===== config.mk =====
export PLATFORM = sky130hd
export DESIGN_NAME = lds_supervisor
export DESIGN_NICKNAME = d
export VERILOG_FILES = /design/src/verilog/lds_pkg.sv /design/src/verilog/lds_supervisor.sv
export SDC_FILE = /design/constraint.sdc
export NUM_CORES = 1
export LEC_CHECK = 0
export ABC_AREA = 1
export BUFFER_PORTS_ARGS = -buffer_cell sky130_fd_sc_hd__buf_2
export CAP_MARGIN = 10
export CORE_ASPECT_RATIO = 2
export CORE_MARGIN = 8
export CORE_UTILIZATION = 48
export DETAILED_ROUTE_END_ITERATION = 8
export PLACE_DENSITY = 0.72
export SLEW_MARGIN = 20
export SYNTH_ARGS = -nofsm -noshare
export SYNTH_HDL_FRONTEND = slang
export SYNTH_SLANG_ARGS = --single-unit

===== constraint.sdc =====
create_clock -name ref_clk -period 9.45 [get_ports ref_clk]
set_input_delay 0.4725 -clock ref_clk [delete_from_list [all_inputs] [get_ports ref_clk]]
set_output_delay 0.4725 -clock ref_clk [all_outputs]
set_load 0.05 [all_outputs]

===== src/verilog/lds_pkg.sv =====
// Constants for the load diagnostic and fault supervisor
`default_nettype none
package lds_pkg;
   // Clock and timing
   localparam int CLK_HZ = 20_000_000;
   localparam int DIAG_TIME_MS = 229;
   localparam int DIAG_CYCLES = DIAG_TIME_MS * (CLK_HZ / 1000);
   localparam int DIAG_CNT_W = 23;
   localparam int MAX_CHECKS = 5;
   localparam int PWM_PERIOD = 256;
   localparam int PWM_HALF = PWM_PERIOD / 2;
   // Register indices; byte address is four times the index
   localparam logic [2:0] IDX_STAT = 3'h0;
   localparam logic [2:0] IDX_DIAG = 3'h1;
   localparam logic [2:0] IDX_CTRL = 3'h2;
   localparam logic [2:0] IDX_CFG = 3'h3;
   localparam int ADDR_W = 5;
   // Status bit positions (sticky, write one to clear)
   localparam int ST_OC = 0;
   localparam int ST_DC = 1;
   localparam int ST_OT = 2;
   localparam int ST_UV = 3;
   localparam int ST_OV = 4;
   localparam int ST_LOAD = 5;
   localparam int STAT_W = 6;
   // Diagnostic register fields
   localparam int DG_RES_LSB = 0;
   localparam int DG_RUN = 3;
   localparam int DG_FLT = 4;
   // Control register fields
   localparam int CT_HIZ = 0;
   localparam logic [7:0] CTRL_RST = 8'h00;
   // Configuration register: output limit in 5:0
   localparam int CF_LIM_LSB = 0;
   localparam int CF_LIM_W = 6;
   localparam logic [7:0] CFG_RST = 8'h3F;
   // Synchronised pin vector positions
   localparam int PIN_STBY = 0;
   localparam int PIN_OC = 1;
   localparam int PIN_DC = 2;
   localparam int PIN_OT = 3;
   localparam int PIN_UV = 4;
   localparam int PIN_OV = 5;
   localparam int PIN_POR = 6;
   localparam int PIN_GND = 7;
   localparam int PIN_SUP = 8;
   localparam int PIN_ACR = 9;
   localparam int PIN_OPEN = 10;
   localparam int PIN_CAP = 11;
   localparam int PIN_W = 12;
   // Diagnostic result codes
   typedef enum logic [2:0] {
      RES_NONE, RES_NORMAL, RES_GND, RES_SUP, RES_ACROSS, RES_OPEN
   } lds_res_e;
   typedef enum logic [1:0] {ST_OFF, ST_DIAG, ST_RUN, ST_FAULT} lds_state_e;
endpackage
`default_nettype wire


===== src/verilog/lds_supervisor.sv =====
// Load diagnostic, protection and PWM supervisor with Avalon-MM registers
// Overview of operation
// RULE_01: Leaving standby or any fault state starts the load diagnostic.
// RULE_02: Bridge outputs stay tri-stated while the diagnostic runs.
// RULE_03: Result is ground short, supply short, open load or across-load short.
// RULE_04: One diagnostic pass lasts about 229 ms, set by a parameter.
// RULE_05: Check repeats up to five times on fault or large output capacitance.
// RULE_06: Open load still lets the output stage drive signal.
// RULE_07: Other load faults keep outputs tri-stated and recheck until cleared.
// RULE_08: A normal load result starts driving the outputs.
// RULE_09: Only every second overvoltage event runs the diagnostic.
// RULE_10: Open load goes to status only; other faults also assert fault pin.
// RULE_11: Overtemperature, overvoltage or undervoltage aborts a running diagnostic.
// RULE_12: Overcurrent tri-states outputs, asserts fault pin, records status.
// RULE_13: DC offset is watched while running; it asserts fault and records status.
// RULE_14: Overtemperature shuts down, flags, records, and resumes once cleared.
// RULE_15: Undervoltage asserts fault and returns registers to reset values.
// RULE_16: Power-on reset releases the bus; recovery restarts with default registers.
// RULE_17: Overvoltage asserts the fault pin and records status.
// RULE_18: One configured limit clamps both positive and negative output excursion.
// RULE_19: Zero input switches both bridge outputs in phase.
// RULE_20: Positive output makes positive duty above half; negative reverses it.
// RULE_21: Standby low shuts down, idles the bus and resets all registers.
// RULE_22: Fault pin is active-low open-drain, asserted while protection tri-states.
// RULE_23: Fault pin stays asserted while a fault persists, releases when cleared.
`default_nettype none
module lds_supervisor #(
   parameter int DIAG_CYC = lds_pkg::DIAG_CYCLES,
   parameter int PWM_PER = lds_pkg::PWM_PERIOD
) (
   input wire logic ref_clk,
   input wire logic nrst,
   input wire logic [lds_pkg::ADDR_W-1:0] avs_address,
   input wire logic avs_read,
   input wire logic avs_write,
   input wire logic [31:0] avs_writedata,
   input wire logic [3:0] avs_byteenable,
   output logic [31:0] avs_readdata,
   output logic avs_waitrequest,
   input wire logic standby_n,
   input wire logic overcurrent_trip,
   input wire logic dc_offset_trip,
   input wire logic overtemp_trip,
   input wire logic supply_low_event,
   input wire logic supply_high_event,
   input wire logic por_event,
   input wire logic load_gnd_short,
   input wire logic load_sup_short,
   input wire logic load_across_short,
   input wire logic load_open,
   input wire logic load_big_cap,
   input wire logic signed [7:0] signal_level,
   output logic bridge_out_pos,
   output logic bridge_out_neg,
   output logic outputs_tristated,
   output logic fault_o,
   output logic fault_oe_n,
   output logic bus_idle
);
   logic [lds_pkg::PIN_W-1:0] meta_q;
   logic [lds_pkg::PIN_W-1:0] pin_q;
   logic stby_s, oc_s, dc_s, ot_s, uv_s, ov_s, por_s;
   logic reg_clr;
   lds_pkg::lds_state_e state_q;
   logic [lds_pkg::DIAG_CNT_W-1:0] dcnt_q;
   logic [2:0] checks_q;
   logic diag_fault_q;
   lds_pkg::lds_res_e res_q;
   lds_pkg::lds_res_e cls;
   logic pass_end, load_bad, any_fault, abort_diag;
   logic ov_par_q, skip_diag_q;
   logic [lds_pkg::STAT_W-1:0] stat_q;
   logic [7:0] ctrl_q, cfg_q;
   logic ack_q, wr_go, rd_go;
   logic [7:0] pwm_q;
   logic [6:0] lim;
   logic signed [8:0] lvl;
   logic tri_st, fault_act;

   // Decodes a word-aligned register index
   function automatic logic hit(input logic [lds_pkg::ADDR_W-1:0] a, input logic [2:0] idx);
      hit = (a[1:0] == 2'h0) && (a[lds_pkg::ADDR_W-1:2] == idx);
   endfunction

   // Two-flop synchroniser for all pins
   always_ff @(posedge ref_clk or negedge nrst) begin
      if (!nrst) begin
         meta_q <= '0;
         pin_q <= '0;
      end else begin
         meta_q <= {load_big_cap, load_open, load_across_short, load_sup_short,
                    load_gnd_short, por_event, supply_high_event, supply_low_event,
                    overtemp_trip, dc_offset_trip, overcurrent_trip, standby_n};
         pin_q <= meta_q;
      end
   end
   assign stby_s = pin_q[lds_pkg::PIN_STBY];
   assign oc_s = pin_q[lds_pkg::PIN_OC];
   assign dc_s = pin_q[lds_pkg::PIN_DC];
   assign ot_s = pin_q[lds_pkg::PIN_OT];
   assign uv_s = pin_q[lds_pkg::PIN_UV];
   assign ov_s = pin_q[lds_pkg::PIN_OV];
   assign por_s = pin_q[lds_pkg::PIN_POR];

   // RULE_15 RULE_16 RULE_21 register reset sources
   assign reg_clr = !stby_s || por_s || uv_s;
   // RULE_16 RULE_21 bus released
   assign bus_idle = !stby_s || por_s;
   assign any_fault = oc_s || dc_s || ot_s || uv_s || ov_s;
   // RULE_11 diagnostic abort
   assign abort_diag = ot_s || ov_s || uv_s;
   // RULE_04 pass length
   assign pass_end = (dcnt_q == lds_pkg::DIAG_CNT_W'(DIAG_CYC - 1));
   // RULE_03 result classification
   always_comb begin
      if (pin_q[lds_pkg::PIN_GND]) begin
         cls = lds_pkg::RES_GND;
      end else if (pin_q[lds_pkg::PIN_SUP]) begin
         cls = lds_pkg::RES_SUP;
      end else if (pin_q[lds_pkg::PIN_ACR]) begin
         cls = lds_pkg::RES_ACROSS;
      end else if (pin_q[lds_pkg::PIN_OPEN]) begin
         cls = lds_pkg::RES_OPEN;
      end else begin
         cls = lds_pkg::RES_NORMAL;
      end
   end
   assign load_bad = (cls != lds_pkg::RES_NORMAL) && (cls != lds_pkg::RES_OPEN);
   // Supervisor state machine
   always_ff @(posedge ref_clk or negedge nrst) begin
      if (!nrst) begin
         state_q <= lds_pkg::ST_OFF;
      end else if (!stby_s || por_s) begin
         state_q <= lds_pkg::ST_OFF;
      end else begin
         case (state_q)
            // RULE_01 diagnostic after standby
            lds_pkg::ST_OFF: begin
               state_q <= lds_pkg::ST_DIAG;
            end
            lds_pkg::ST_DIAG: begin
               // RULE_11 abort on fault
               if (abort_diag) begin
                  state_q <= lds_pkg::ST_FAULT;
               // RULE_06 RULE_08 start driving
               end else if (pass_end && !load_bad && !pin_q[lds_pkg::PIN_CAP]) begin
                  state_q <= lds_pkg::ST_RUN;
               end else if (pass_end && !load_bad && checks_q == 3'(lds_pkg::MAX_CHECKS - 1)) begin
                  state_q <= lds_pkg::ST_RUN;
               end
            end
            lds_pkg::ST_RUN: begin
               // RULE_12 RULE_13 RULE_14 RULE_17 shutdown
               if (any_fault) begin
                  state_q <= lds_pkg::ST_FAULT;
               end
            end
            lds_pkg::ST_FAULT: begin
               // RULE_01 RULE_09 RULE_14 recovery
               if (!any_fault) begin
                  state_q <= skip_diag_q ? lds_pkg::ST_RUN : lds_pkg::ST_DIAG;
               end
            end
            default: begin
               state_q <= lds_pkg::ST_OFF;
            end
         endcase
      end
   end

   // RULE_04 RULE_05 RULE_07 pass counter and check repeats
   always_ff @(posedge ref_clk or negedge nrst) begin
      if (!nrst) begin
         dcnt_q <= '0;
         checks_q <= 3'h0;
      end else if (state_q != lds_pkg::ST_DIAG) begin
         dcnt_q <= '0;
         checks_q <= 3'h0;
      end else if (pass_end) begin
         dcnt_q <= '0;
         if ((load_bad || pin_q[lds_pkg::PIN_CAP])
             && checks_q != 3'(lds_pkg::MAX_CHECKS - 1)) begin
            checks_q <= checks_q + 3'h1;
         end else begin
            checks_q <= 3'h0;
         end
      end else begin
         dcnt_q <= dcnt_q + 1'b1;
      end
   end

   // RULE_07 RULE_10 held load fault and result
   always_ff @(posedge ref_clk or negedge nrst) begin
      if (!nrst) begin
         diag_fault_q <= 1'b0;
         res_q <= lds_pkg::RES_NONE;
      end else if (reg_clr) begin
         diag_fault_q <= 1'b0;
         res_q <= lds_pkg::RES_NONE;
      end else if (state_q == lds_pkg::ST_DIAG && pass_end) begin
         if (!load_bad) begin
            diag_fault_q <= 1'b0;
            res_q <= cls;
         end else if (checks_q == 3'(lds_pkg::MAX_CHECKS - 1)) begin
            diag_fault_q <= 1'b1;
            res_q <= cls;
         end
      end
   end

   // RULE_09 overvoltage alternation
   always_ff @(posedge ref_clk or negedge nrst) begin
      if (!nrst) begin
         ov_par_q <= 1'b0;
         skip_diag_q <= 1'b0;
      end else if (!stby_s || por_s) begin
         ov_par_q <= 1'b0;
         skip_diag_q <= 1'b0;
      end else if (state_q != lds_pkg::ST_FAULT && abort_diag
                   && (state_q == lds_pkg::ST_RUN || state_q == lds_pkg::ST_DIAG)) begin
         if (ov_s && !ot_s && !uv_s) begin
            ov_par_q <= !ov_par_q;
            skip_diag_q <= !ov_par_q;
         end else begin
            skip_diag_q <= 1'b0;
         end
      end else if (state_q == lds_pkg::ST_RUN && any_fault) begin
         skip_diag_q <= 1'b0;
      end
   end

   // Avalon one-wait-state handshake
   assign avs_waitrequest = (avs_read || avs_write) && !ack_q;
   assign wr_go = avs_write && ack_q && avs_byteenable[0];
   assign rd_go = avs_read && !ack_q;
   always_ff @(posedge ref_clk or negedge nrst) begin
      if (!nrst) begin
         ack_q <= 1'b0;
      end else begin
         ack_q <= (avs_read || avs_write) && !ack_q;
      end
   end

   // RULE_10 RULE_12 RULE_13 RULE_14 RULE_15 RULE_17 sticky status, set wins
   always_ff @(posedge ref_clk or negedge nrst) begin
      if (!nrst) begin
         stat_q <= '0;
      end else begin
         logic [lds_pkg::STAT_W-1:0] setv;
         setv = '0;
         setv[lds_pkg::ST_OC] = oc_s;
         setv[lds_pkg::ST_DC] = dc_s && state_q == lds_pkg::ST_RUN;
         setv[lds_pkg::ST_OT] = ot_s;
         setv[lds_pkg::ST_UV] = uv_s;
         setv[lds_pkg::ST_OV] = ov_s;
         setv[lds_pkg::ST_LOAD] = state_q == lds_pkg::ST_DIAG && pass_end && cls != lds_pkg::RES_NORMAL;
         if (reg_clr) begin
            stat_q <= setv;
         end else if (wr_go && hit(avs_address, lds_pkg::IDX_STAT)) begin
            stat_q <= (stat_q & ~avs_writedata[lds_pkg::STAT_W-1:0]) | setv;
         end else begin
            stat_q <= stat_q | setv;
         end
      end
   end

   // RULE_15 RULE_16 RULE_21 control and configuration registers
   always_ff @(posedge ref_clk or negedge nrst) begin
      if (!nrst) begin
         ctrl_q <= lds_pkg::CTRL_RST;
         cfg_q <= lds_pkg::CFG_RST;
      end else if (reg_clr) begin
         ctrl_q <= lds_pkg::CTRL_RST;
         cfg_q <= lds_pkg::CFG_RST;
      end else if (wr_go) begin
         if (hit(avs_address, lds_pkg::IDX_CTRL)) begin
            ctrl_q <= avs_writedata[7:0];
         end
         if (hit(avs_address, lds_pkg::IDX_CFG)) begin
            cfg_q <= avs_writedata[7:0];
         end
      end
   end

   // Read data, unmapped reads return zero
   always_ff @(posedge ref_clk or negedge nrst) begin
      if (!nrst) begin
         avs_readdata <= 32'h0;
      end else if (rd_go) begin
         avs_readdata <= 32'h0;
         if (hit(avs_address, lds_pkg::IDX_STAT)) begin
            avs_readdata <= {26'h0, stat_q};
         end else if (hit(avs_address, lds_pkg::IDX_DIAG)) begin
            avs_readdata <= {27'h0, diag_fault_q, state_q == lds_pkg::ST_DIAG, res_q};
         end else if (hit(avs_address, lds_pkg::IDX_CTRL)) begin
            avs_readdata <= {24'h0, ctrl_q};
         end else if (hit(avs_address, lds_pkg::IDX_CFG)) begin
            avs_readdata <= {24'h0, cfg_q};
         end
      end
   end

   // RULE_18 symmetric clamp
   assign lim = {cfg_q[lds_pkg::CF_LIM_LSB +: lds_pkg::CF_LIM_W], 1'b1};
   always_comb begin
      lvl = 9'(signal_level);
      if (lvl > $signed({2'b00, lim})) begin
         lvl = $signed({2'b00, lim});
      end else if (lvl < -$signed({2'b00, lim})) begin
         lvl = -$signed({2'b00, lim});
      end
   end
   // RULE_02 RULE_06 RULE_07 RULE_08 output tri-state
   assign tri_st = state_q != lds_pkg::ST_RUN || ctrl_q[lds_pkg::CT_HIZ];

   // RULE_19 RULE_20 in-phase modulator
   always_ff @(posedge ref_clk or negedge nrst) begin
      if (!nrst) begin
         pwm_q <= 8'h00;
         bridge_out_pos <= 1'b0;
         bridge_out_neg <= 1'b0;
         outputs_tristated <= 1'b1;
      end else begin
         pwm_q <= (pwm_q == 8'(PWM_PER - 1)) ? 8'h00 : pwm_q + 8'h01;
         outputs_tristated <= tri_st;
         bridge_out_pos <= !tri_st && ($signed({2'b00, pwm_q}) < 11'(PWM_PER / 2) + 11'(lvl));
         bridge_out_neg <= !tri_st && ($signed({2'b00, pwm_q}) < 11'(PWM_PER / 2) - 11'(lvl));
      end
   end

   // RULE_10 RULE_22 RULE_23 open-drain fault indicator
   assign fault_act = state_q == lds_pkg::ST_FAULT || diag_fault_q;
   always_ff @(posedge ref_clk or negedge nrst) begin
      if (!nrst) begin
         fault_oe_n <= 1'b1;
      end else begin
         fault_oe_n <= !fault_act;
      end
   end
   assign fault_o = 1'b0;

   // RULE_02 diagnostic holds hi-z
   diag_hiz_a: assert property (@(posedge ref_clk) disable iff (!nrst) // RULE_02
      state_q == lds_pkg::ST_DIAG |=> outputs_tristated && !bridge_out_pos)
      else $error("outputs driven during diagnostic");
   // RULE_11 abort check
   diag_abort_a: assert property (@(posedge ref_clk) disable iff (!nrst) // RULE_11
      state_q == lds_pkg::ST_DIAG && abort_diag && stby_s && !por_s
      |=> state_q == lds_pkg::ST_FAULT)
      else $error("diagnostic not abandoned on fault");
   // RULE_12 overcurrent check
   oc_shutdown_a: assert property (@(posedge ref_clk) disable iff (!nrst) // RULE_12
      state_q == lds_pkg::ST_RUN && oc_s && stby_s && !por_s
      |=> stat_q[lds_pkg::ST_OC] ##1 (outputs_tristated && !fault_oe_n))
      else $error("overcurrent not handled");
   // RULE_13 dc offset check
   dc_detect_a: assert property (@(posedge ref_clk) disable iff (!nrst) // RULE_13
      state_q == lds_pkg::ST_RUN && dc_s && !uv_s && stby_s && !por_s
      |=> stat_q[lds_pkg::ST_DC] && state_q == lds_pkg::ST_FAULT)
      else $error("dc offset not handled");
   // RULE_14 automatic resume
   ot_resume_a: assert property (@(posedge ref_clk) disable iff (!nrst) // RULE_14
      state_q == lds_pkg::ST_FAULT && !any_fault && !skip_diag_q && stby_s && !por_s
      |=> state_q == lds_pkg::ST_DIAG)
      else $error("no diagnostic after fault cleared");
   // RULE_15 undervoltage register reset
   uv_regs_a: assert property (@(posedge ref_clk) disable iff (!nrst) // RULE_15
      uv_s |=> cfg_q == lds_pkg::CFG_RST && ctrl_q == lds_pkg::CTRL_RST && stat_q[lds_pkg::ST_UV])
      else $error("registers not reset on undervoltage");
   // RULE_21 standby shutdown
   standby_off_a: assert property (@(posedge ref_clk) disable iff (!nrst) // RULE_21
      !stby_s |-> bus_idle ##1 state_q == lds_pkg::ST_OFF ##1 outputs_tristated)
      else $error("standby not honoured");
   // RULE_06 open load still drives
   open_drive_a: assert property (@(posedge ref_clk) disable iff (!nrst) // RULE_06
      state_q == lds_pkg::ST_DIAG && pass_end && cls == lds_pkg::RES_OPEN && !pin_q[lds_pkg::PIN_CAP]
      && !abort_diag && stby_s && !por_s |=> state_q == lds_pkg::ST_RUN ##1 fault_oe_n)
      else $error("open load blocked output");
   // RULE_20 duty relation
   duty_order_a: assert property (@(posedge ref_clk) disable iff (!nrst) // RULE_20
      signal_level > 0 |=> bridge_out_pos || !bridge_out_neg)
      else $error("positive duty relation broken");
   // RULE_19 in-phase at zero
   zero_phase_a: assert property (@(posedge ref_clk) disable iff (!nrst) // RULE_19
      signal_level == 0 |=> bridge_out_pos == bridge_out_neg)
      else $error("outputs not in phase at zero");
   // RULE_05 check repeat bound
   check_limit_a: assert property (@(posedge ref_clk) disable iff (!nrst) // RULE_05
      checks_q < 3'(lds_pkg::MAX_CHECKS))
      else $error("too many check repeats");

   run_cov: cover property (@(posedge ref_clk) disable iff (!nrst)
      state_q == lds_pkg::ST_DIAG ##1 state_q == lds_pkg::ST_RUN);
   fault_cov: cover property (@(posedge ref_clk) disable iff (!nrst)
      state_q == lds_pkg::ST_RUN ##1 state_q == lds_pkg::ST_FAULT);
   skip_cov: cover property (@(posedge ref_clk) disable iff (!nrst)
      state_q == lds_pkg::ST_FAULT && skip_diag_q ##1 state_q == lds_pkg::ST_RUN);
endmodule // lds_supervisor
`default_nettype wire


==> metrics.md, run 1 <==
| Metric | Value |
|---|---|
| Run status | finished clean |
| Routed vias/inst | 5.41 |
| Met3 GRT Util | 3.30% |
| Ranking of synthesized cells by area | dfrtp_1, ha_1, inv_1, nand2_1, o21ai_0 |
| Worst VDD drop | 0.000101 V |
| Hold Slack | 0.227 ns |
| Final setup fails | 0 |
| Peak Freq | 241 MHz |
| Min-Delay Path Class | input pin to register |
| Layout cell share with drive strength beyond 1 | 17.4% |
| Die area | 15500 µm² |
| WP data required | 9.73 ns |
| Worst slew pin tran | 0.794 ns |
| Critical path startpoint category | register |
| Final Skew | 0.0136 ns |
| Chip height | 168 µm |
| Syn Inst Count | 633 |
| Core ar. | 11300 µm² |
| Post-route antenna net violation count | 0 |
| Critical path origin | cfg_q[0] |
| I/O pin count | 104 |
| DRT iter0 DRCs | 214 |
| Max Buffers Root-to-Sink | 2 |
| Most frequent CP cell | nand2_1 |
| Async set-reset flop share out of synthesis | 100% |
| TritonCTS Buffers | 9 |
| Mapped Area | 5560 µm² |
| Drt total wl | 14.0 mm |
| Vias in the first global route | 4820 |
| Layout area overhead | 11.3% |
| GR Util met2 | 37.0% |
| IO buf count | 51 |
| Via count | 4524 |
| Hold Fails Final Rpt | 0 |
| PwrDens | 154 nW/µm² |
| Kind of critical path | register to register |
| Half-perimeter wire length after placement | 11.0 mm |
| Crit share post-route | 43.9% |
| Area leader, netlist | dfrtp_1 |
| CTS root buffer | clkbuf_16 |
| FF+latch count, synth | 101 |
| Met1 Resource Use GR | 15.8% |
| GRT Util Overall | 18.5% |
| Leakage power | 2.95 nW |
| Die Wd | 92.1 µm |
| Syn_area_per_cell | 8.78 µm² |
| Core Rows | 55 |
| Arr. time, crit path | 4.43 ns |
| Minimum clock period | 4.15 ns |
| Gr ovfl total | 0 |
| Nets@finish | 790 |
| Post-synthesis cell type count | 48 |
| Synthesis Warnings | 0 |
| Worst-path clk slew | 0.07 ns |
| GRT busiest layer | met2 |
| Top cell type's share of synthesized area | 41.9% |
| Drt drc | 0 |
| Max-cap violations | 0 |
| Critical Path Max Stage Delay | 0.56 ns |
| CP max stage cell | dfstp_2 |
| CP Capture Type | register |
| Final setup TNS | 0 ns |
| Drt pass-1 iters | 4 |
| Largest net degree at the start of global routing | 87 |
| TritonCTS clock tree | yes |
| Gp weighted congestion | 0.959 |
| Initial antenna violation count | 0 |
| Clock Latency Late Sink | 0.35 ns |
| RSZ-0062 raised after global routing | no |
| Antenna Cells | 0 |
| Synth Flop Type | dfrtp_1 |
| Post-synth EDFFs | 0 |
| Slew headroom | 47.1% |
| Post-CTS sizing | 0 |
| Wirelength per Cell | 16.7 µm |
| Crit path max fanout | 8 |
| Slew Limit Fails | 0 |
| H-tree depth | 3 |
| Initial Util | 49.2% |
| First-pass GRT wire length | 22.8 mm |
| CTS Sinks | 101 |
| Hold_sp | load_across_short |
| Sequential cell area fraction in the yosys report | 45.7% |
| Reg2reg start | cfg_q[0] |
registers in the layout (all words and copies together) (netlist names), 2 cells and up:
signal        flops
ctrl_q            8
res_q             3
avs_readdata      8
stat_q            6
checks_q          3
cfg_q             8
meta_q           12
pwm_q             8
state_q           2
pin_q            12
dcnt_q           23
worst max-delay path: cells and delay by family, from the launching register on:
kind,cells,cell delay [ns]
AND/OR/NAND/NOR,12,1.05
adder cells (fa/ha/maj),3,1.01
AO/OA/AOI/OAI,8,0.98
flip-flops,1,0.56
buffers and inverters,3,0.32
XOR/XNOR,1,0.15
cells in the mapped netlist (8+ instances only):
cell type,instances
inv_1,87
o22ai_1,10
nor3_1,14
a21oi_1,36
nand3_1,34
nand2_1,86
nor2_2,8
dfrtp_1,93
ha_1,35
nor2_1,49
nand4_1,10
buf_4,25
dfstp_2,8
xor2_1,10
nand2_2,9
o21ai_0,48
cell usage in the layout, fill, tap and decap left out, types with 14 or more instances in the layout:
master / netlist / layout
a21oi_1: 36 / 36
buf_2: 2 / 50
conb_1: 1 / 25
dfrtp_1: 93 / 93
ha_1: 35 / 35
inv_1: 87 / 87
nand2_1: 86 / 86
nand3_1: 34 / 34
nor2_1: 49 / 49
nor3_1: 14 / 14
o21ai_0: 48 / 48
stage by stage:
stage,area [µm²],std cells,util (%),worst slack [ns],power (mW)
detailed placement,5880,820,52.1,5.37,0.597
global route,6180,837,54.8,4.83,0.994
global placement,5880,820,52.1,5.51,0.591
finish,6180,837,54.8,5.30,0.951
CTS,6180,837,54.7,5.35,0.957
floorplan,5650,657,-,5.95,0.561
kinds of logic after synthesis:
| logic type | count (synthesis) | synth area share [%] |
|---|---|---|
| buffers and inverters | 123 | 10.1 |
| xor gates and xnor gates | 13 | 2.05 |
| other | 1 | 0.0675 |
| AOI/OAI and AO/OA | 123 | 13.4 |
| and+or+nand+nor | 236 | 20.7 |
| DFF | 101 | 45.7 |
| adders and majority gates | 36 | 8.08 |
timing repair:
item | in CTS | in global routing
buffers inserted | 0 | 0
hold buffers | 1 | 0
hold endpoints to repair | 14 | 0
report_power, final:
part | internal, mW | total [mW] | switching (mW)
logic | 0.0380 | 0.139 | 0.101
registers | 0.444 | 0.451 | 0.00656
clock network | 0.190 | 0.362 | 0.172
total | 0.672 | 0.951 | 0.279
worst paths after layout:
kind | slack, ns | endpoint | depth (start not counted)
worst max-delay path | 5.30 | bridge_out_neg | 27
worst min-delay path | 0.23 | meta_q[9] | 1
worst max register to register | 5.30 | bridge_out_neg | 27
worst min register to register | 0.35 | pin_q[2] | 0
max in group asynchronous | 7.91 | dcnt_q[6] | 3
min in group asynchronous | 0.51 | pin_q[11] | 2
routing by layer:
metal | up-vias | wire length [µm]
li1 | 2165 | -
met1 | 2202 | 4430
met2 | 120 | 8330
met3 | 37 | 466
met4 | 0 | 738
met5 | - | 0
layout make-up:
cell class / instances / area [µm²]
clock buffers: 10 / 239
clock inverters: 6 / 52.6
fillers: 1063 / 5100
inverters: 92 / 348
multi-input cells: 433 / 2550
flip-flops and latches: 101 / 2540
well taps: 142 / 178
repair buffers: 53 / 279
(Power assumes the default switching activity.)
==> run 2: changes to the inputs <==
- ABC_AREA: 1 -> 0
- clock period: 9.45 -> 4.3 ns (I/O delays scaled with it)
==> run 2 against run 1 <==
Effect of this change:
- cell area rose by 2.5%
- total power up 120%
- sequential cell count did not move
- critical path depth down 5
- final cell count down 11%
- largest power group unchanged
- critical path type unchanged
- the run now ends with hold timing left
- synthesized area decreased by 3.9%
- utilization is 3.5 points higher
- fmax decreased by 1.6%
==> metrics.md, run 2 <==
| Metric | Value |
|---|---|
| Drt pass-1 iters | 4 |
| Setup Slack @ Placement | -0.140 ns |
| Final WS setup | 0.0847 ns |
| Commonest non-fill, non-tap cells in the layout | dfrtp_1, nor2_1, buf_2 |
| Worst path cell trace | inv_2 > ha_4 > nand2b_4 > a21oi_2 > o21bai_1 > a21oi_1 > o21bai_1 > a21oi_1 > o21ai_1 > ha_1 > nor3b_4 > a211oi_2 > ha_2 > nand3_2 > xor2_1 > ha_1 > a21o_1 > a2111oi_4 > nand3_1 > a21o_1 > o21ai_1 > a31o_2 |
| Clock Latency Late Sink | 0.34 ns |
| Synthesis Warnings | 0 |
| Max reg flops | 23 |
| Top cell type's share of synthesized area | 43.6% |
| FF-to-FF End | bridge_out_neg |
| Post-synthesis cell type count | 51 |
| Async set-reset flop share out of synthesis | 100% |
| Worst slew pin tran | 0.871 ns |
| Biggest regs | dcnt_q (23), meta_q (12), pin_q (12) |
| Vias in the first global route | 4332 |
| IO buf count | 51 |
| Minimum clock period | 4.22 ns |
| Routed vias/inst | 5.36 |
| First-pass GRT wire length | 21.0 mm |
| Mapped Area | 5340 µm² |
| Half-perimeter wire length after placement | 9.79 mm |
| Failing checks | hold timing |
| CTS root buffer | clkbuf_16 |
| Footprint of the multi-input gates | 2650 µm² |
| Largest Register | dcnt_q |
| Syn Inst Count | 519 |
| Reg2reg start | cfg_q[0] |
| Kind of critical path | register to register |
| I/O pin count | 104 |
| H-tree depth | 3 |
| Final setup TNS | 0 ns |
| Post-route antenna net violation count | 0 |
| Slew headroom | 41.4% |
| Hold Fails Final Rpt | 11 |
| CTS Sinks | 101 |
| PwrDens | 337 nW/µm² |
| Hold Slack | -0.00790 ns |
| Critical Path Max Stage Delay | 0.53 ns |
| Dpl cells | 715 |
| Drt drc | 0 |
| Final Skew | 0.00974 ns |
| Crit share post-route | 98.0% |
| Syn_area_per_cell | 10.3 µm² |
| Die area | 15000 µm² |
| Area leader, netlist | dfrtp_1 |
| R2R cell count | 22 |
| Max-cap violations | 0 |
| Synth Flop Type | dfrtp_1 |
| Final setup fails | 0 |
| Arr. time, crit path | 4.50 ns |
| Gp weighted congestion | 0.859 |
| Run status | complete, but fails checks |
| Min-Delay Path Class | input pin to asynchronous set/reset pin |
| Sequential cell area fraction in the yosys report | 47.5% |
| RSZ-0062 raised after global routing | yes |
| FILL cells | 949 |
| Top-count cell post-synth | dfrtp_1 |
| Largest net degree at the start of global routing | 70 |
| Layout area overhead | 18.6% |
| Initial antenna violation count | 0 |
| Layout cell share with drive strength beyond 1 | 22.5% |
| GRT Util Overall | 17.8% |
| TritonCTS clock tree | yes |
| Max Buffers Root-to-Sink | 2 |
| Core Rows | 54 |
| Slew Limit Fails | 0 |
| CP Capture Type | register |
| TritonCTS Buffers | 9 |
| Worst VDD drop | 0.000260 V |
| FF+latch count, synth | 101 |
| Wirelength per Cell | 17.3 µm |
| Leakage power | 2.93 nW |
| Drt total wl | 12.9 mm |
| DRT iter0 DRCs | 146 |
| Chip height | 165 µm |
| Commonest non-fill, non-tap cell in the layout | dfrtp_1 |
| Gr ovfl total | 0 |
| Initial Util | 49.1% |
| Final std cells w/o fill | 745 |
| Antenna Cells | 0 |
| Peak Freq | 237 MHz |
| Core ar. | 10900 µm² |
| CP max stage cell | dfstp_2 |
| Via count | 3991 |
| Nets@finish | 700 |
| Crit path max fanout | 5 |
| Post-synth EDFFs | 0 |
| Critical path startpoint category | register |
| Ranking of synthesized cells by area | dfrtp_1, ha_1, nor2_1, dfstp_2, buf_4 |
| Register area | 2540 µm² |
| Worst-path clk slew | 0.07 ns |
| WP data required | 4.58 ns |
| Synth top cells by count | dfrtp_1, nor2_1, nand2_1 |
| Die Wd | 90.6 µm |
| FF-to-FF setup slack | 0.08 ns |
run 2: changes by cell type after synthesis, moves of 10 or more:
cell,change
xnor2_1,+11
inv_1,-61
mux2i_1,+16
nand3_1,-15
o21ai_0,-31
a21oi_1,-21
nand2_1,-47
nor2_1,+17
o22ai_1,-10
run 2: cell type report:
type / count / area share (%)
Clock inverter: 7 / 1.54
Tap cell: 140 / 2.76
Timing Repair Buffer: 86 / 8.69
Sequential cell: 101 / 40.0
Clock buffer: 9 / 3.55
Multi-Input combinational cell: 376 / 41.9
Inverter: 26 / 1.54
run 2: power by group:
group          total (mW)  internal, mW  switching (mW)
clock               0.868         0.514           0.354
sequential          0.985         0.971          0.0134
combinational       0.285        0.0968           0.188
total                2.14          1.58           0.555
run 2: cell families (layout without fill, tap and decap cells):
logic type	Yosys count	after routing	share of synthesized area, %
xor gates and xnor gates	32	32	5.25
other	1	25	0.0702
and+or+nand+nor	180	180	16.5
muxes	22	22	5.32
buffers and inverters	66	128	6.56
DFF	101	101	47.5
AOI/OAI and AO/OA	81	81	10.4
adders and majority gates	36	36	8.38
run 2: routing by layer:
metal	global-route usage (%)	share of wire [%]
met5	0	0
met4	11.7	4.6
met3	3.35	2.7
met2	34.1	58
met1	16.7	35
run 2: worst max path at each step:
| stage | cells past startpoint | end | start | slack (ns) |
|---|---|---|---|---|
| 2_1_floorplan | 24 | bridge_out_neg | cfg_q[0] | 0.003 |
| 3_3_place_gp | 22 | bridge_out_neg | cfg_q[0] | -0.06 |
| 3_5_place_dp | 22 | bridge_out_neg | cfg_q[0] | -0.14 |
| 4_1_cts | 22 | bridge_out_neg | cfg_q[0] | 0.0002 |
| 5_1_grt | 22 | bridge_out_neg | cfg_q[0] | -0.16 |
| 6_report | 22 | bridge_out_neg | cfg_q[0] | 0.08 |
run 2: timing repair:
| item | 4_1_cts | 5_1_grt |
|---|---|---|
| pin swaps | 3 | 15 |
| hold endpoints to repair | 12 | 0 |
| gates resized for setup | 5 | 16 |
| setup endpoints to repair | 1 | 2 |
| hold buffers | 12 | 0 |
| buffers inserted | 1 | 1 |
run 2: critical path: cells and delay by family (launching register included):
| family | cells | cell delay [ns] |
|---|---|---|
| DFF | 1 | 0.53 |
| buffers and inverters | 1 | 0.05 |
| AOI/OAI and AO/OA | 12 | 1.80 |
| adders and majority gates | 4 | 1.12 |
| xor gates and xnor gates | 1 | 0.19 |
| and+or+nand+nor | 4 | 0.47 |
run 2: metrics by stage:
stage / util [%] / total power [mW] / cell area, µm²
4_1_cts: 57.5 / 2.14 / 6260
6_report: 58.3 / 2.14 / 6340
3_5_place_dp: 53.1 / 1.26 / 5780
2_1_floorplan: - / 1.19 / 5440
3_3_place_gp: 53.1 / 1.26 / 5780
5_1_grt: 58.3 / 2.22 / 6340
==> run 3: changes to the inputs <==
- PLACE_DENSITY: 0.72 -> 0.69
==> run 3 against run 2 <==
Effect of this change:
- the run now ends clean
- total power fell by 2.6%
- clock skew decreased by 0.0014 ns
- sequential share of layout area is 0.15 points higher
- via count unchanged
- largest cell class unchanged
==> metrics.md, run 3 (synthesis gave the netlist of run 2 again) <==
| Metric | Value |
|---|---|
| CTS Sinks | 101 |
| Gp weighted congestion | 0.919 |
| Final setup fails | 0 |
| CP Capture Type | register |
| Leakage power | 2.91 nW |
| Gr ovfl total | 0 |
| Worst slew pin tran | 0.952 ns |
| Post-layout power | 2.08 mW |
| Run status | finished clean |
| Biggest regs | dcnt_q (23), meta_q (12), pin_q (12) |
| R2R cell count | 22 |
| RSZ-0062 raised after global routing | yes |
| Critical path origin | cfg_q[0] |
| Layout cell share with drive strength beyond 1 | 21.9% |
| Worst-path clk slew | 0.07 ns |
| Hold Fails Final Rpt | 0 |
| Psw | 0.554 mW |
| Vias in the first global route | 4366 |
| Seq pwr share | 47.3% |
| Final setup TNS | 0 ns |
| Min-Delay Path Class | input pin to register |
| Clock Latency Late Sink | 0.34 ns |
| Peak Freq | 234 MHz |
| Placement Cell Area | 5740 µm² |
| Kind of critical path | register to register |
| PwrDens | 330 nW/µm² |
| Nets@finish | 701 |
| Antenna Cells | 0 |
| Crit path max fanout | 5 |
| Core Rows | 54 |
| Crit share post-route | 99.2% |
| Via count | 3991 |
| Arr. time, crit path | 4.55 ns |
| Slew headroom | 36.5% |
| Cell Int Power | 1.53 mW |
| Drt drc | 0 |
| Drt pass-1 iters | 4 |
| TritonCTS Buffers | 9 |
| Reg2reg start | cfg_q[0] |
| WP data required | 4.58 ns |
| Minimum clock period | 4.27 ns |
| FF-to-FF setup slack | 0.03 ns |
| Largest net degree at the start of global routing | 70 |
| Max reg flops | 23 |
| Max-cap violations | 0 |
| I/O pin count | 104 |
| Initial Util | 49.1% |
| Worst Setup EP | bridge_out_neg |
| Clock power frac | 39.0% |
| Final Skew | 0.00838 ns |
| Post-route design area | 6310 µm² |
| Max Buffers Root-to-Sink | 2 |
| Layout area overhead | 18.2% |
| Die Wd | 90.6 µm |
| FF-to-FF End | bridge_out_neg |
| Initial antenna violation count | 0 |
| Commonest non-fill, non-tap cell in the layout | dfrtp_1 |
| First-pass GRT wire length | 20.7 mm |
| GRT Util Overall | 17.4% |
| IO buf count | 51 |
| Slew Limit Fails | 0 |
| Drt total wl | 12.6 mm |
| Chip height | 165 µm |
| Half-perimeter wire length after placement | 9.66 mm |
| Largest Register | dcnt_q |
| Core ar. | 10900 µm² |
| Proportion of power drawn by combinational gates | 13.7% |
| CTS root buffer | clkbuf_16 |
| Wirelength per Cell | 16.9 µm |
| H-tree depth | 3 |
| Critical path startpoint category | register |
| TritonCTS clock tree | yes |
| Post-route antenna net violation count | 0 |
| Sw frac | 26.6% |
| Routed vias/inst | 5.35 |
| Worst hold path stage count | 3 |
| Worst VDD drop | 0.000295 V |
| Die area | 15000 µm² |
| DRT iter0 DRCs | 193 |
| Commonest non-fill, non-tap cells in the layout | dfrtp_1, nor2_1, buf_2 |
run 3: what timing repair did:
item / 4_1_cts / 5_1_grt
pin swaps: 7 / 13
gates cloned: 0 / 0
endpoints found under the setup margin: 1 / 2
gates resized for setup: 10 / 9
endpoints found under the hold margin: 26 / 0
setup buffers: 5 / 2
hold buffers: 13 / 0
run 3: worst min-delay path by stage:
stage,startpoint,end
floorplan,nrst,ack_q
global placement,overtemp_trip,meta_q[3]
detailed placement,load_gnd_short,meta_q[7]
CTS,avs_writedata[5],cfg_q[5]
global route,avs_writedata[2],cfg_q[2]
finish,avs_writedata[5],cfg_q[5]
run 3: cell type report:
cell class / instances / area [µm²]
tap: 140 / 175
clock inverter: 6 / 68.8
sequential: 101 / 2540
inverter: 26 / 97.6
fill: 957 / 4560
timing repair buffer: 87 / 564
multi-input combinational: 376 / 2640
clock buffer: 10 / 229
run 3: power by group through the flow:
stage / clock, mW / combinational, mW / sequential [mW]
global placement: 0 / 0.247 / 1.00
floorplan: 0 / 0.174 / 1.01
finish: 0.811 / 0.285 / 0.985
global route: 0.866 / 0.311 / 0.986
detailed placement: 0 / 0.255 / 1.00
CTS: 0.827 / 0.278 / 0.985
run 3: per-layer routing:
layer | global-route usage, % | share of wire (%) | vias up
li1 | - | - | 1908
met1 | 15.8 | 34 | 1940
met2 | 33.2 | 57 | 98
met3 | 3.26 | 3.0 | 45
met4 | 13.4 | 5.6 | 0
met5 | 0 | 0 | -
run 3: through the flow:
step,setup WS [ns],cells,util (%),hold slack (ns)
after floorplan,0.00313,543,-,-0.0806
after global placement,-0.0511,710,52.8,0.324
after detailed placement,-0.185,710,52.8,0.324
after CTS,0.00384,744,57.5,0.124
after global routing,-0.211,746,58.0,0.152
final,0.0336,746,58.0,0.133
run 3: critical path, stage by stage (launching register included):
cell       delay (ns)
dfstp_2          0.54
inv_2            0.05
ha_4             0.21
nand2b_4         0.13
a21oi_2          0.11
o21bai_1         0.07
a21oi_1          0.16
o21bai_1         0.09
a21oi_1          0.13
o21ai_1          0.07
ha_1             0.34
nor3b_4          0.18
a211oi_2         0.28
ha_2             0.24
nand3_2          0.07
xor2_1           0.18
ha_1             0.31
a21o_1           0.21
a2111oi_4        0.37
nand3_1          0.11
a21o_1           0.16
o21ai_1          0.07
a31o_2           0.12
